===== config.mk =====
export PLATFORM = sky130hd
export DESIGN_NAME = cxc_top
export DESIGN_NICKNAME = d
export VERILOG_FILES = /design/src/inc/cxc_pkg.sv /design/src/design/cxc_top.sv
export SDC_FILE = /design/constraint.sdc
export NUM_CORES = 1
export LEC_CHECK = 0
export ABC_AREA = 1
export BUFFER_PORTS_ARGS = -buffer_cell sky130_fd_sc_hd__clkbuf_2
export CELL_PAD_IN_SITES_DETAIL_PLACEMENT = 1
export CELL_PAD_IN_SITES_GLOBAL_PLACEMENT = 1
export CORE_UTILIZATION = 40
export DETAILED_ROUTE_END_ITERATION = 10
export PLACE_DENSITY = 0.92
export SETUP_SLACK_MARGIN = 0.2
export SKIP_CTS_REPAIR_TIMING = 1
export SYNTH_ARGS = -nofsm -noshare
export SYNTH_HDL_FRONTEND = slang
export SYNTH_SLANG_ARGS = --single-unit

===== constraint.sdc =====
create_clock -name ref_clk -period 6.7 [get_ports ref_clk]
set_clock_uncertainty 0.1 [all_clocks]
set_input_delay 0 -clock ref_clk [delete_from_list [all_inputs] [get_ports ref_clk]]
set_output_delay 0 -clock ref_clk [all_outputs]
set_load 0.02 [all_outputs]

===== src/inc/cxc_pkg.sv =====
/*
 exception control constants: register map, flag word fields,
 cycle kinds, exception kinds, reset timing.
 assumes a 40 MHz ref_clk and a 32-bit classic wishbone bus.
*/
package cxc_pkg;
    // ==========================================================
    // register byte offsets
    localparam logic [7:0] CXC_REG_FCW   = 8'h00;
    localparam logic [7:0] CXC_REG_SVC   = 8'h04;
    localparam logic [7:0] CXC_REG_SP    = 8'h08;
    localparam logic [7:0] CXC_REG_STAT  = 8'h0C;
    localparam logic [7:0] CXC_REG_ID    = 8'h10;
    localparam logic [7:0] CXC_REG_SAVED = 8'h14;
    // ==========================================================
    // flag_control_word fields
    localparam int CXC_FCW_SEG  = 15;
    localparam int CXC_FCW_SYS  = 14;
    localparam int CXC_FCW_EPA  = 13;
    localparam int CXC_FCW_VIE  = 12;
    localparam int CXC_FCW_UNVECTORED_ENABLE_BIT = 11;
    localparam logic [15:0] CXC_FCW_RST  = 16'h4000;
    localparam logic [15:0] CXC_SVC_RST  = 16'h4000;
    localparam logic [15:0] CXC_SP_RST   = 16'h0000;
    // ==========================================================
    // reset-time memory locations
    localparam logic [15:0] CXC_ADR_FCW = 16'h0002;
    localparam logic [15:0] CXC_ADR_PC  = 16'h0004;
    localparam logic [15:0] CXC_WORD_STEP = 16'h0002;
    // ==========================================================
    // timing
    localparam int CXC_CLK_MHZ        = 40;
    localparam int CXC_RST_DELAY_CYC  = 3;
    localparam int CXC_RST_FORCE_CYC  = 5;
    localparam logic [1:0] CXC_DLY_LAST = 2'(CXC_RST_DELAY_CYC - 1);
    // ==========================================================
    // cycle_kind_out codes
    localparam logic [3:0] CXC_CK_IDLE  = 4'h0;
    localparam logic [3:0] CXC_CK_RESET = 4'hF;
    localparam logic [3:0] CXC_CK_MEMORY_FAULT_TRAP_IN  = 4'h3;
    localparam logic [3:0] CXC_CK_NMI   = 4'h5;
    localparam logic [3:0] CXC_CK_NVI   = 4'h6;
    localparam logic [3:0] CXC_CK_VI    = 4'h7;
    localparam logic [3:0] CXC_CK_MEM   = 4'h8;
    localparam logic [3:0] CXC_CK_STACK = 4'h9;
    // ==========================================================
    typedef enum logic [2:0] {
        CXC_EX_NONE, CXC_EX_TRAP_EXT, CXC_EX_TRAP_PRIV, CXC_EX_TRAP_SC,
        CXC_EX_NMI, CXC_EX_MEMORY_FAULT_TRAP_IN, CXC_EX_VI, CXC_EX_NVI
    } cxc_kind_t;
endpackage


===== src/design/cxc_top.sv =====
/*
 exception sequencer: reset start-up reads, trap and interrupt
 priority, acknowledge cycle, status push and dispatch.
 assumes the core pulses instr_boundary between instructions, holds
 while core_hold is high, and the bus side answers with mem_ready.
*/
// Added by the designer: the register addresses and register access over Wishbone.
`timescale 1ns/1ps
// Summary of operation
// - reset pin wins over every trap, interrupt and request.
// - reset starts after any cycle where reset pin sampled low.
// - within five cycles bus floats, strobes high, segment number low.
// - segmented: three cycles after release read fcw 0002, pc 0004.
// - nonsegmented: read only pc at 0004 in system mode.
// - unmaskable interrupt is always taken, never masked.
// - vectored interrupt identifier selects routine and is pushed.
// - unvectored identifier pushed only; one common routine.
// - traps have no enable bit.
// - extension instruction with extension bit clear traps.
// - privileged instruction in normal mode traps.
// - every supervisor call traps.
// - segmented part traps on memory fault input regardless of mode.
// - vectored and unvectored accepted only while their bits are set.
// - disabled requests are ignored and never latched.
// - acknowledge loads new flag word; return restores old one.
// - acknowledge cycle only for external requests; 16-bit id read.
// - system (and segmented) mode before acknowledge, old word kept.
// - push pc (offset, segment word), then flag word, then id.
// - trap id is first instruction word; else acknowledge data.
// - priority reset, trap, nmi, segment trap, vectored, unvectored.
module cxc_top
    import cxc_pkg::*;
(
    // clock and reset
    input  wire logic        ref_clk,
    input  wire logic        reset,
    input  wire logic        reset_pin_n,
    input  wire logic        seg_version,
    // wishbone slave
    input  wire logic        wb_cyc_i,
    input  wire logic        wb_stb_i,
    input  wire logic        wb_we_i,
    input  wire logic [7:0]  wb_adr_i,
    input  wire logic [3:0]  wb_sel_i,
    input  wire logic [31:0] wb_dat_i,
    output logic [31:0]      wb_dat_o,
    output logic             wb_ack_o,
    // core side
    input  wire logic        instr_boundary,
    input  wire logic        ext_instr_decoded,
    input  wire logic        priv_instr_decoded,
    input  wire logic        supervisor_call_instr,
    input  wire logic        return_from_exception,
    input  wire logic [15:0] first_instr_word,
    input  wire logic [15:0] cur_pc,
    input  wire logic [6:0]  cur_segment,
    output logic             core_hold,
    output logic             pc_load,
    output logic [15:0]      pc_value,
    output logic             svc_start,
    output logic [2:0]       svc_kind,
    output logic [15:0]      svc_id,
    output logic             svc_use_id,
    // request pins
    input  wire logic        unmaskable_irq_in,
    input  wire logic        vectored_irq_in,
    input  wire logic        unvectored_irq_in,
    input  wire logic        memory_fault_trap_in,
    // external bus pins
    input  wire logic [15:0] muxed_bus_lines_i,
    output logic [15:0]      muxed_bus_lines_o,
    output logic             muxed_bus_lines_oe,
    output logic [15:0]      bus_addr_out,
    input  wire logic        mem_ready,
    output logic             addr_strobe_n,
    output logic             data_strobe_n,
    output logic             mem_request_n,
    output logic             bus_grant_out_n,
    output logic             multi_micro_out,
    output logic [3:0]       cycle_kind_out,
    output logic [6:0]       segment_number_out,
    output logic             direction_out,
    output logic             width_out,
    output logic             privilege_status_out
);
    // ==========================================================
    // state
    typedef enum logic [3:0] {
        CXC_S_RUN, CXC_S_RST, CXC_S_DLY, CXC_S_RDF, CXC_S_RDP,
        CXC_S_ACK, CXC_S_PPC, CXC_S_PSG, CXC_S_PFW, CXC_S_PID,
        CXC_S_GO
    } cxc_state_t;

    function automatic logic [15:0] cxc_dec(input logic [15:0] v);
        cxc_dec = v - CXC_WORD_STEP;
    endfunction

    function automatic logic is_ext_pick(input cxc_kind_t k);
        is_ext_pick = (k == CXC_EX_NMI) | (k == CXC_EX_MEMORY_FAULT_TRAP_IN)
                      | (k == CXC_EX_VI) | (k == CXC_EX_NVI);
    endfunction

    cxc_state_t  state_q, state_d;
    cxc_kind_t   kind_q, pick;
    logic [15:0] fcw_q, svc_fcw_q, sp_q, saved_fcw_q, id_q, spc_q;
    logic [6:0]  sseg_q;
    logic [1:0]  dly_q;
    logic        nmi_pend_q, nmi_prev_q, acc_q, wb_ack_q;

    // ==========================================================
    // request decode
    wire t_ext  = ext_instr_decoded & ~fcw_q[CXC_FCW_EPA];
    wire t_priv = priv_instr_decoded & ~fcw_q[CXC_FCW_SYS];
    wire t_sc   = supervisor_call_instr;
    wire t_seg  = seg_version & memory_fault_trap_in;
    wire i_vi   = vectored_irq_in & fcw_q[CXC_FCW_VIE];
    wire i_nvi  = unvectored_irq_in & fcw_q[CXC_FCW_UNVECTORED_ENABLE_BIT];
    wire nmi_edge = unmaskable_irq_in & ~nmi_prev_q;
    wire take   = (state_q == CXC_S_RUN) & instr_boundary
                  & (pick != CXC_EX_NONE);
    // only outside requests may overwrite the trap id with bus data
    wire is_ext = is_ext_pick(kind_q);
    wire done   = acc_q & mem_ready;

    always_comb begin
        if (t_ext)
            pick = CXC_EX_TRAP_EXT;
        else if (t_priv)
            pick = CXC_EX_TRAP_PRIV;
        else if (t_sc)
            pick = CXC_EX_TRAP_SC;
        else if (nmi_pend_q | nmi_edge)
            pick = CXC_EX_NMI;
        else if (t_seg)
            pick = CXC_EX_MEMORY_FAULT_TRAP_IN;
        else if (i_vi)
            pick = CXC_EX_VI;
        else if (i_nvi)
            pick = CXC_EX_NVI;
        else
            pick = CXC_EX_NONE;
    end

    // ==========================================================
    // sequencer
    always_comb begin
        state_d = state_q;
        case (state_q)
            CXC_S_RUN: if (take) state_d = is_ext_pick(pick) ? CXC_S_ACK : CXC_S_PPC;
            CXC_S_RST: state_d = CXC_S_DLY;
            CXC_S_DLY: if (dly_q == CXC_DLY_LAST) begin
                state_d = seg_version ? CXC_S_RDF : CXC_S_RDP;
            end
            CXC_S_RDF: if (done) state_d = CXC_S_RDP;
            CXC_S_RDP: if (done) state_d = CXC_S_RUN;
            CXC_S_ACK: if (done) state_d = CXC_S_PPC;
            CXC_S_PPC: if (done) state_d = seg_version ? CXC_S_PSG : CXC_S_PFW;
            CXC_S_PSG: if (done) state_d = CXC_S_PFW;
            CXC_S_PFW: if (done) state_d = CXC_S_PID;
            CXC_S_PID: if (done) state_d = CXC_S_GO;
            CXC_S_GO:  state_d = CXC_S_RUN;
            default:   state_d = CXC_S_RST;
        endcase
        if (~reset_pin_n)
            state_d = CXC_S_RST;
    end

    // a cycle in the reset hold leaves the pins forced the next edge,
    // well inside five cycles; a shorter pulse still restarts cleanly
    // but the outside is expected to hold it five cycles
    always_ff @(posedge ref_clk or posedge reset) begin
        if (reset) begin
            state_q <= CXC_S_RST;
            dly_q   <= '0;
        end else begin
            state_q <= state_d;
            dly_q   <= (state_q == CXC_S_DLY) ? dly_q + 2'h1 : 2'h0;
        end
    end

    // exception capture
    always_ff @(posedge ref_clk or posedge reset) begin
        if (reset) begin
            kind_q <= CXC_EX_NONE;
            id_q   <= '0;
            spc_q  <= '0;
            sseg_q <= '0;
        end else if (take) begin
            kind_q <= pick;
            id_q   <= first_instr_word;
            spc_q  <= cur_pc;
            sseg_q <= cur_segment;
        end else if ((state_q == CXC_S_ACK) & done & is_ext) begin
            id_q   <= muxed_bus_lines_i;
        end
    end

    // nmi edge pending: a new edge wins over the clear on take
    always_ff @(posedge ref_clk or posedge reset) begin
        if (reset) begin
            nmi_prev_q <= 1'b0;
            nmi_pend_q <= 1'b0;
        end else begin
            nmi_prev_q <= unmaskable_irq_in;
            if (take & (pick == CXC_EX_NMI) & ~(nmi_edge & nmi_pend_q))
                nmi_pend_q <= 1'b0;
            else if (nmi_edge)
                nmi_pend_q <= 1'b1;
        end
    end

    // ==========================================================
    // flag word, service word, stack pointer
    wire wb_req  = wb_cyc_i & wb_stb_i & ~wb_ack_q;
    wire wb_wr   = wb_cyc_i & wb_stb_i & wb_ack_q & wb_we_i & wb_sel_i[0] & wb_sel_i[1];
    wire wr_fcw  = wb_wr & (wb_adr_i == CXC_REG_FCW);
    wire wr_svc  = wb_wr & (wb_adr_i == CXC_REG_SVC);
    wire wr_sp   = wb_wr & (wb_adr_i == CXC_REG_SP);
    wire push    = done & ((state_q == CXC_S_PPC) | (state_q == CXC_S_PSG)
                   | (state_q == CXC_S_PFW) | (state_q == CXC_S_PID));

    always_ff @(posedge ref_clk or posedge reset) begin
        if (reset) begin
            fcw_q       <= CXC_FCW_RST;
            saved_fcw_q <= CXC_FCW_RST;
        end else if (state_q == CXC_S_RST) begin
            fcw_q       <= CXC_FCW_RST;
        end else if ((state_q == CXC_S_RDF) & done) begin
            fcw_q       <= muxed_bus_lines_i;
        end else if (take) begin
            saved_fcw_q <= fcw_q;
        end else if (state_q == CXC_S_GO) begin
            fcw_q       <= svc_fcw_q;
        end else if (return_from_exception) begin
            fcw_q       <= saved_fcw_q;
        end else if (wr_fcw) begin
            fcw_q       <= wb_dat_i[15:0];
        end
    end

    always_ff @(posedge ref_clk or posedge reset) begin
        if (reset) begin
            svc_fcw_q <= CXC_SVC_RST;
            sp_q      <= CXC_SP_RST;
        end else begin
            if (wr_svc)
                svc_fcw_q <= wb_dat_i[15:0];
            if (push)
                sp_q <= cxc_dec(sp_q);
            else if (wr_sp)
                sp_q <= wb_dat_i[15:0];
        end
    end

    // ==========================================================
    // external bus: one access per state, ended by mem_ready
    wire acc_st = (state_q == CXC_S_RDF) | (state_q == CXC_S_RDP)
                  | (state_q == CXC_S_ACK) | push | (state_q == CXC_S_PPC)
                  | (state_q == CXC_S_PSG) | (state_q == CXC_S_PFW)
                  | (state_q == CXC_S_PID);
    wire wr_st  = (state_q == CXC_S_PPC) | (state_q == CXC_S_PSG)
                  | (state_q == CXC_S_PFW) | (state_q == CXC_S_PID);
    wire [15:0] wdata = (state_q == CXC_S_PPC) ? spc_q :
                        (state_q == CXC_S_PSG) ? {9'h0, sseg_q} :
                        (state_q == CXC_S_PFW) ? saved_fcw_q : id_q;
    wire [15:0] adr   = (state_q == CXC_S_RDF) ? CXC_ADR_FCW :
                        (state_q == CXC_S_RDP) ? CXC_ADR_PC : cxc_dec(sp_q);
    logic [3:0] ck;
    always_comb begin
        case (state_q)
            CXC_S_RST, CXC_S_DLY: ck = CXC_CK_RESET;
            CXC_S_ACK: begin
                case (kind_q)
                    CXC_EX_NMI:  ck = CXC_CK_NMI;
                    CXC_EX_MEMORY_FAULT_TRAP_IN: ck = CXC_CK_MEMORY_FAULT_TRAP_IN;
                    CXC_EX_VI:   ck = CXC_CK_VI;
                    default:     ck = CXC_CK_NVI;
                endcase
            end
            CXC_S_RDF, CXC_S_RDP: ck = CXC_CK_MEM;
            default: ck = wr_st ? CXC_CK_STACK : CXC_CK_IDLE;
        endcase
    end
    wire in_rst = (state_q == CXC_S_RST) | (state_q == CXC_S_DLY);
    wire sysm   = (state_q != CXC_S_RUN) | fcw_q[CXC_FCW_SYS];

    always_ff @(posedge ref_clk or posedge reset) begin
        if (reset) begin
            acc_q                <= 1'b0;
            addr_strobe_n        <= 1'b1;
            data_strobe_n        <= 1'b1;
            mem_request_n        <= 1'b1;
            muxed_bus_lines_oe   <= 1'b0;
            muxed_bus_lines_o    <= '0;
            bus_addr_out         <= '0;
            cycle_kind_out       <= CXC_CK_RESET;
            segment_number_out   <= '0;
            direction_out        <= 1'b1;
            width_out            <= 1'b0;
            privilege_status_out <= 1'b0;
        end else begin
            acc_q                <= acc_st & ~done & (state_d == state_q);
            addr_strobe_n        <= ~(acc_st & ~acc_q);
            data_strobe_n        <= ~(acc_st & ~done);
            mem_request_n        <= ~(acc_st & ~done & (state_q != CXC_S_ACK));
            muxed_bus_lines_oe   <= wr_st & ~done & ~in_rst;
            muxed_bus_lines_o    <= wdata;
            bus_addr_out         <= adr;
            cycle_kind_out       <= ck;
            segment_number_out   <= in_rst ? 7'h00 : sseg_q;
            direction_out        <= ~wr_st;
            width_out            <= 1'b0;
            privilege_status_out <= ~sysm;
        end
    end
    assign bus_grant_out_n = 1'b1;
    assign multi_micro_out = 1'b1;

    // ==========================================================
    // core side
    always_ff @(posedge ref_clk or posedge reset) begin
        if (reset) begin
            pc_load    <= 1'b0;
            pc_value   <= '0;
            svc_start  <= 1'b0;
            svc_kind   <= 3'h0;
            svc_id     <= '0;
            svc_use_id <= 1'b0;
        end else begin
            pc_load    <= (state_q == CXC_S_RDP) & done;
            if ((state_q == CXC_S_RDP) & done)
                pc_value <= muxed_bus_lines_i;
            svc_start  <= (state_q == CXC_S_GO);
            if (state_q == CXC_S_GO) begin
                svc_kind   <= kind_q;
                svc_id     <= id_q;
                svc_use_id <= (kind_q == CXC_EX_VI);
            end
        end
    end
    assign core_hold = (state_q != CXC_S_RUN);

    // ==========================================================
    // wishbone: ack one cycle after the strobe, unmapped reads zero
    logic [31:0] rd;
    always_comb begin
        case (wb_adr_i)
            CXC_REG_FCW:   rd = {16'h0000, fcw_q};
            CXC_REG_SVC:   rd = {16'h0000, svc_fcw_q};
            CXC_REG_SP:    rd = {16'h0000, sp_q};
            CXC_REG_STAT:  rd = {25'h0, kind_q, state_q};
            CXC_REG_ID:    rd = {16'h0000, id_q};
            CXC_REG_SAVED: rd = {16'h0000, saved_fcw_q};
            default:       rd = 32'h00000000;
        endcase
    end
    always_ff @(posedge ref_clk or posedge reset) begin
        if (reset) begin
            wb_ack_q <= 1'b0;
            wb_dat_o <= '0;
        end else begin
            wb_ack_q <= wb_req;
            if (wb_req)
                wb_dat_o <= rd;
        end
    end
    assign wb_ack_o = wb_ack_q;
endmodule // cxc_top


==> results of run 1 <==
-- final cells by class --
| cell class | count | area (sq um) | area share [%] |
|---|---|---|---|
| Timing Repair Buffer | 310 | 2077 | 15.79 |
| Clock inverter | 7 | 96.34 | 0.7324 |
| Antenna cell | 3 | 7.507 | 0.05707 |
| Tap cell | 330 | 412.9 | 3.139 |
| Clock buffer | 34 | 668.1 | 5.079 |
| Multi-Input combinational cell | 801 | 3785 | 28.77 |
| Sequential cell | 219 | 5495 | 41.78 |
| Inverter | 161 | 611.8 | 4.651 |
-- layout by cell type (no fill, tap or decap), drive strengths merged, types with 3 or more instances in the layout --
master and instances:
a21oi 45, a31oi 7, buf 6, clkbuf 236
clkinv 7, conb 19, dfrtp 207, dfstp 12
diode 3, dlygate4sd3 102, inv 159, nand2 309
nand3 29, nand4 3, nor2 94, nor3 14
nor4 3, o211ai 23, o21ai 203, o221ai 14
o22ai 15, o32ai 3, xnor2 4, xor2 9
-- worst max path at each step --
stage,startpoint,to,depth (start not counted)
after global placement,fcw_q[14],fcw_q[13],11
final,fcw_q[14],fcw_q[7],11
after global routing,fcw_q[14],fcw_q[11],11
after CTS,fcw_q[14],fcw_q[11],11
after detailed placement,fcw_q[14],fcw_q[13],11
after floorplan,reset,acc_q,1
-- worst reg2reg max path, cell delays in order, from the launching register on --
cell and delay (ps):
sky130_fd_sc_hd__dfstp_2 540, sky130_fd_sc_hd__inv_1 110, sky130_fd_sc_hd__nand2_1 150, sky130_fd_sc_hd__nand2_1 80
sky130_fd_sc_hd__nor2_1 240, sky130_fd_sc_hd__nand4_1 150, sky130_fd_sc_hd__nand2_1 90, sky130_fd_sc_hd__buf_4 510
sky130_fd_sc_hd__inv_2 140, sky130_fd_sc_hd__nor2_2 1030, sky130_fd_sc_hd__o21ai_1 320, sky130_fd_sc_hd__o21ai_1 240
-- per-layer routing --
metal / share of wire [%] / track usage, % / up-vias / wire length (um)
met5: 0 / 0 / - / 0
met4: 5.5 / 10.33 / 0 / 2375
met3: 8.3 / 4.903 / 168 / 3604
met2: 48 / 48.33 / 633 / 20950
met1: 38 / 34.89 / 5279 / 16310
li1: - / - / 4520 / -
-- logic make-up (layout without fill, tap and decap cells) --
family / Yosys count / in the layout / synth area share (%)
and+or+nand+nor: 453 / 453 / 18.05
AOI/OAI and AO/OA: 314 / 314 / 16.99
buffers and inverters: 232 / 512 / 9.664
DFF: 219 / 219 / 53.86
xor gates and xnor gates: 13 / 13 / 1.116
adders and majority gates: 2 / 2 / 0.2452
other: 2 / 22 / 0.07361
-- per-stage QoR --
| step | setup slack [ps] | util (%) | area (sq um) |
|---|---|---|---|
| 2_1_floorplan | 627.2 | - | 10270 |
| 6_report | 2913 | 52.39 | 13150 |
| 3_3_place_gp | 3519 | 45.25 | 11360 |
| 5_1_grt | 2906 | 52.39 | 13150 |
| 4_1_cts | 3288 | 48.29 | 12130 |
| 3_5_place_dp | 3395 | 45.25 | 11360 |
-- power groups by stage --
stage	clock network, W	registers, W	logic (W)
after CTS	0.00134	0.00202	0.00161
after global routing	0.00140	0.00208	0.00199
after global placement	0	0.00201	0.00151
after floorplan	0	0.00216	0.000863
final	0.00135	0.00206	0.00184
after detailed placement	0	0.00203	0.00158
==> impl_results.md, run 1 <==
* Initial DRT Pass Iterations at 6
* Area of the die at 0.02615 sq mm
* Cell taking the most area after synthesis: sky130_fd_sc_hd__dfrtp_1
* Detail Route Antenna Nets at 0
* Leakage power summed over all cells at approximately 6.5 nW
* Post-Syn Area per Cell at 8.261 sq um
* Number of distinct library cells after synthesis at 38
* Final setup vio count at 0
* # Max-Cap Violations at 0
* Overall Power at around 0.0053 W
* Global placer's final weighted congestion at around 0.91
* Failing checks: hold timing
* Initial standard-cell utilization of the core at 40.63%
* Reg2reg end: fcw_q[7]
* Top_reg_cell synth: sky130_fd_sc_hd__dfrtp_1
* Tcrit/Tclk final at 56.52%
* Vias at 10.60k
* Cell depth of the worst min-delay path at 5
* Critical path start-end classification: reg -> reg
* Max transition margin at 9.213%
* Switching power of the nets at 0.002146 W
* Wire length of the first global-routing pass at 56.38 mm
* Area of the placeable core at 0.02511 sq mm
* Placed insts at between 1.5k and 2k
* Clk slew on worst S/H paths at 70 ps
* Synthesized area at 0.01020 sq mm
* Register-to-Register Path Depth at 11
* Non-Filler Instances at 1865
* Leading cell types by count after synthesis: sky130_fd_sc_hd__nand2_1, sky130_fd_sc_hd__dfrtp_1, sky130_fd_sc_hd__o21ai_0
* Via-per-instance ratio at 5.684
* Total clock buffers created by CTS at 24
* Unrepaired setup endpoints after global routing: no
* Switching share of power at 40.83%
* Achievable frequency at 264.1 MHz
* CTS tree: yes
* Cell mode on critical path: sky130_fd_sc_hd__nand2_1
* Count of routing violations after the opening detailed-route iteration at 1274
* Clock share of power at 25.8%
* Internal Power at 0.003110 W
* Largest incremental delay on the critical path at between 1000 and 1500 ps
* FF+latch count, synth at 219
* Number of placement rows at between 50 and 60
* Synth-to-Final Area Change at 28.93%
* Clock insertion delay at the later pin of the skew report at 540 ps
* Root Buffer Master: sky130_fd_sc_hd__clkbuf_16
* Total clock sinks at 219
* Tmin final at about 3800 ps
* Chip width at 161.7 um
* Die Ht at 161.7 um
* Slew at the pin with the worst max-slew slack at 1360 ps
* Pin count of the biggest net entering global routing at 111
* Arrival time reported for the critical path endpoint at 4120 ps
* Portion of total power attributed to combinational logic at between 30% and 40%
* Internal reg-to-reg setup slack at between 2000 and 3000 ps
* Number of enable flip-flop cells after synthesis at 0
* Most common cell in the synthesized netlist: sky130_fd_sc_hd__nand2_1
* Final count of hold timing violations at 3
* YS warnings at 0
* Beginning of the worst register-to-register path: fcw_q[14]
* Summed negative setup slack over all endpoints at 0 ps
* Hold-critical path endpoint: wb_dat_o[1]
* Portion of the post-synthesis area used by sequential elements at 53.86%
* Antenna violations before repair at 3
* CTS HTree Levels at 1
* Worst hold slack after final layout at -45.48 ps
* Count of final max-slew check failures at 0
* Crit path buffers/inverters at 3
* Count of input and output buffers at 202
* FILL cells at 3043
* Maximum root-to-sink buffer count at 3
* GRT Overall Usage at 27.91%
* Async set or reset register ratio after synthesis at between 90% and 100%
* Kind of start point of the critical path: register
* Outcome: complete, but fails checks
* Layout cells sized above 1 at 18.93%
* Startpoint of the most critical hold path: wb_adr_i[3]
* Power density relative to cell area at 399.5 mW/mm^2
* Peak supply drop at approximately 180 uV
* Critical Path End Type: register
* Instance count of the mapped netlist at 1235
* Final net count at 1635
* Residual overflow from global routing at 0
* Data required time of the critical path at 7040 ps
* Cell with the largest stage delay on the worst path: sky130_fd_sc_hd__nor2_2
* Crit path max-delay family: simple AND/OR/NAND/NOR gates
* Total length of routed wires at ~43 mm
* Top-level I/O count at 240
* Part of the power in registers at between 30% and 40%
* DPL Wire Length at 25.92 mm
* Residual DRC count at 0
* Class of the tightest hold or removal check: in -> reg
* Share of the synthesized area in the top cell type at 50.77%
* Via count of the first global-routing pass at between 10k and 15k
* CP max FO at 56
* Routed wire per std cell at 23.19 um
* Cell chain of the critical path: inv_1 > nand2_1 > nand2_1 > nor2_1 > nand4_1 > nand2_1 > buf_4 > inv_2 > nor2_2 > o21ai_1 > o21ai_1
* Area contributors post-synth: sky130_fd_sc_hd__dfrtp_1, sky130_fd_sc_hd__nand2_1, sky130_fd_sc_hd__o21ai_0, sky130_fd_sc_hd__inv_1, sky130_fd_sc_hd__nor2_1
Note: power is estimated with default switching activity, not from simulation.
==> inputs of run 2 (changes only) <==
- clock period: 6.7 -> 3.6 ns (I/O delays scaled with it)
==> run 2 against run 1 <==
Net effect: the run still ends with hold timing left; clock power increased by 92%; sequential power increased by 85%; largest cell class unchanged; critical endpoint is now fcw_q[13]; hold slack got worse by 12 ps; register-to-register slack got worse by 2300 ps; sequential share of layout area is 0.15 points higher.
==> impl_results.md, run 2 (synthesis gave the netlist of run 1 again) <==
* Vias at 10.38k (was 10.60k)
* Final net count at 1625 (was 1635)
* CTS HTree Levels at 1 (unchanged)
* Total clock buffers created by CTS at 25 (was 24)
* Achievable frequency at 332.2 MHz (was 264.1 MHz)
* Cell depth of the worst min-delay path at 5 (unchanged)
* GRT Overall Usage at 29.29% (was 27.91%)
* Wire length of the first global-routing pass at 58.41 mm (was 56.38 mm)
* Worst slack after detailed placement at 460.4 ps (was 3395 ps)
* Antenna violations before repair at 2 (was 3)
* Worst hold slack after final layout at -57.66 ps (was -45.48 ps)
* Final setup vio count at 0 (unchanged)
* Clock insertion delay at the later pin of the skew report at 560 ps (was 540 ps)
* Placed insts at 1722 (was 1719)
* Max transition margin at 21.56% (was 9.213%)
* Peak supply drop at 364.1 uV (was 180.4 uV)
* Register-to-Register Path Depth at 8 (was 11)
* Number of placement rows at 58 (unchanged)
* Total cell area at the placement stage at 0.01140 sq mm (was 0.01136 sq mm)
* Residual DRC count at 0 (unchanged)
* Non-Filler Instances at 1858 (was 1865)
* Unrepaired setup endpoints after global routing: no (unchanged)
* Routed wire per std cell at 22.76 um (was 23.19 um)
* Kind of start point of the critical path: register (unchanged)
* Fin area at 0.01311 sq mm (was 0.01315 sq mm)
* Class of the tightest hold or removal check: in -> reg (unchanged)
* Failing checks: hold timing (unchanged)
* Area of the die at 0.02615 sq mm (unchanged)
* Arrival time reported for the critical path endpoint at 3340 ps (was 4120 ps)
* Pin count of the biggest net entering global routing at 92 (was 111)
* Most frequent standard cell in the layout excluding fill and tap cells: sky130_fd_sc_hd__nand2_1 (unchanged)
* Outcome: complete, but fails checks (unchanged)
* Die Ht at 161.7 um (unchanged)
* Data required time of the critical path at 3930 ps (was 7040 ps)
* FILL cells at 3026 (was 3043)
* Clk slew on worst S/H paths at 60 ps (was 70 ps)
* Chip width at 161.7 um (unchanged)
* Tmin final at 3010 ps (was 3787 ps)
* Power density relative to cell area at 739.3 mW/mm^2 (was 399.5 mW/mm^2)
* DPL Wire Length at 26.49 mm (was 25.92 mm)
* Count of final max-slew check failures at 0 (unchanged)
* Count of routing violations after the opening detailed-route iteration at 1083 (was 1274)
* Synth-to-Final Area Change at 28.46% (was 28.93%)
* Detail Route Antenna Nets at 0 (unchanged)
* Slack of the critical path at 589.6 ps (was 2913 ps)
* Residual overflow from global routing at 0 (unchanged)
* Total length of routed wires at 42.28 mm (was 43.24 mm)
* Commonest non-fill, non-tap cells in the layout: sky130_fd_sc_hd__nand2_1, sky130_fd_sc_hd__dfrtp_1, sky130_fd_sc_hd__clkbuf_2 (unchanged)
* Layout cells sized above 1 at 19.28% (was 18.93%)
* Global placer's final weighted congestion at 0.9263 (was 0.9083)
* Tcrit/Tclk final at 83.62% (was 56.52%)
* Critical Path End Type: register (unchanged)
* Summed negative setup slack over all endpoints at 0 ps (unchanged)
* CTS tree: yes (unchanged)
* Via-per-instance ratio at 5.584 (was 5.684)
* Initial DRT Pass Iterations at 5 (was 6)
* Final count of hold timing violations at 1 (was 3)
* Initial standard-cell utilization of the core at 40.63% (unchanged)
* Slew at the pin with the worst max-slew slack at 1174 ps (was 1360 ps)
* Maximum root-to-sink buffer count at 3 (unchanged)
* Count of input and output buffers at 202 (unchanged)
* Root Buffer Master: sky130_fd_sc_hd__clkbuf_16 (unchanged)
* Leakage power summed over all cells at 6.472 nW (was 6.511 nW)
* Total clock sinks at 219 (unchanged)
* Area of the placeable core at 0.02511 sq mm (unchanged)
* Via count of the first global-routing pass at 10.31k (was 10.14k)
* Top-level I/O count at 240 (unchanged)
* Critical path start-end classification: reg -> reg (unchanged)
* Core occupancy in the finished layout at 52.20% (was 52.39%)
* CP max FO at 32 (was 56)
* # Max-Cap Violations at 0 (unchanged)
## run 2: cell count changes in the layout (fill, tap and decap cells not counted), moves of 2 or more
cell                            previous run  this run
sky130_fd_sc_hd__buf_12                    0         2
sky130_fd_sc_hd__dlygate4sd3_1           102        88
sky130_fd_sc_hd__clkbuf_1                  7        11
sky130_fd_sc_hd__clkinv_2                  4         1
sky130_fd_sc_hd__clkbuf_8                  3         5
## run 2: final timing paths
check	start	end	slack, ps
max in group asynchronous	reset	saved_fcw_q[14]	2330
setup / recovery	state_q[0]	fcw_q[13]	590
hold / removal	wb_adr_i[3]	wb_dat_o[1]	-60
min in group asynchronous	reset	svc_kind[1]	40
setup reg to reg	state_q[0]	fcw_q[13]	590
hold reg to reg	dly_q[0]	dly_q[0]	350
## run 2: cell type report
cell class	count	area, sq um	share of cell area (%)
timing repair buffer	299	1984	15.14
clock inverter	4	66.31	0.5060
tap	330	412.9	3.150
inverter	161	608.1	4.640
sequential	219	5495	41.93
clock buffer	41	735.7	5.613
antenna	3	7.507	0.05728
multi-input combinational	801	3796	28.96
## run 2: routing by layer
layer	GRT usage (%)	part of all wire (%)	wire length (um)
met1	36.13	37	15850
met2	48.96	48	20360
met3	5.975	8.1	3435
met4	14.45	6.1	2567
met5	0	0.16	66
## run 2: where the power goes
group	internal (W)	switching [W]	total (W)
logic	0.00100	0.00228	0.00328
clock network	0.00148	0.00112	0.00259
registers	0.00326	0.000561	0.00382
total	0.00573	0.00396	0.00969
## run 2: stage by stage
| step | hold slack (ps) | power, W |
|---|---|---|
| 5_1_grt | 3.925 | 0.01011 |
| 3_5_place_dp | 25.71 | 0.006734 |
| 6_report | -57.66 | 0.009690 |
| 2_1_floorplan | -68.57 | 0.005631 |
| 4_1_cts | -535.4 | 0.009353 |
| 3_3_place_gp | 26.46 | 0.006549 |
## run 2: critical path, stage by stage, from the launching register on
cell and delay, ps:
sky130_fd_sc_hd__dfstp_2 620, sky130_fd_sc_hd__nand2_2 120, sky130_fd_sc_hd__nor2_4 200, sky130_fd_sc_hd__nand2_4 180, sky130_fd_sc_hd__nand2_1 420, sky130_fd_sc_hd__nor4_2 130
sky130_fd_sc_hd__nor2_4 640, sky130_fd_sc_hd__o21ai_0 240, sky130_fd_sc_hd__o21ai_1 220
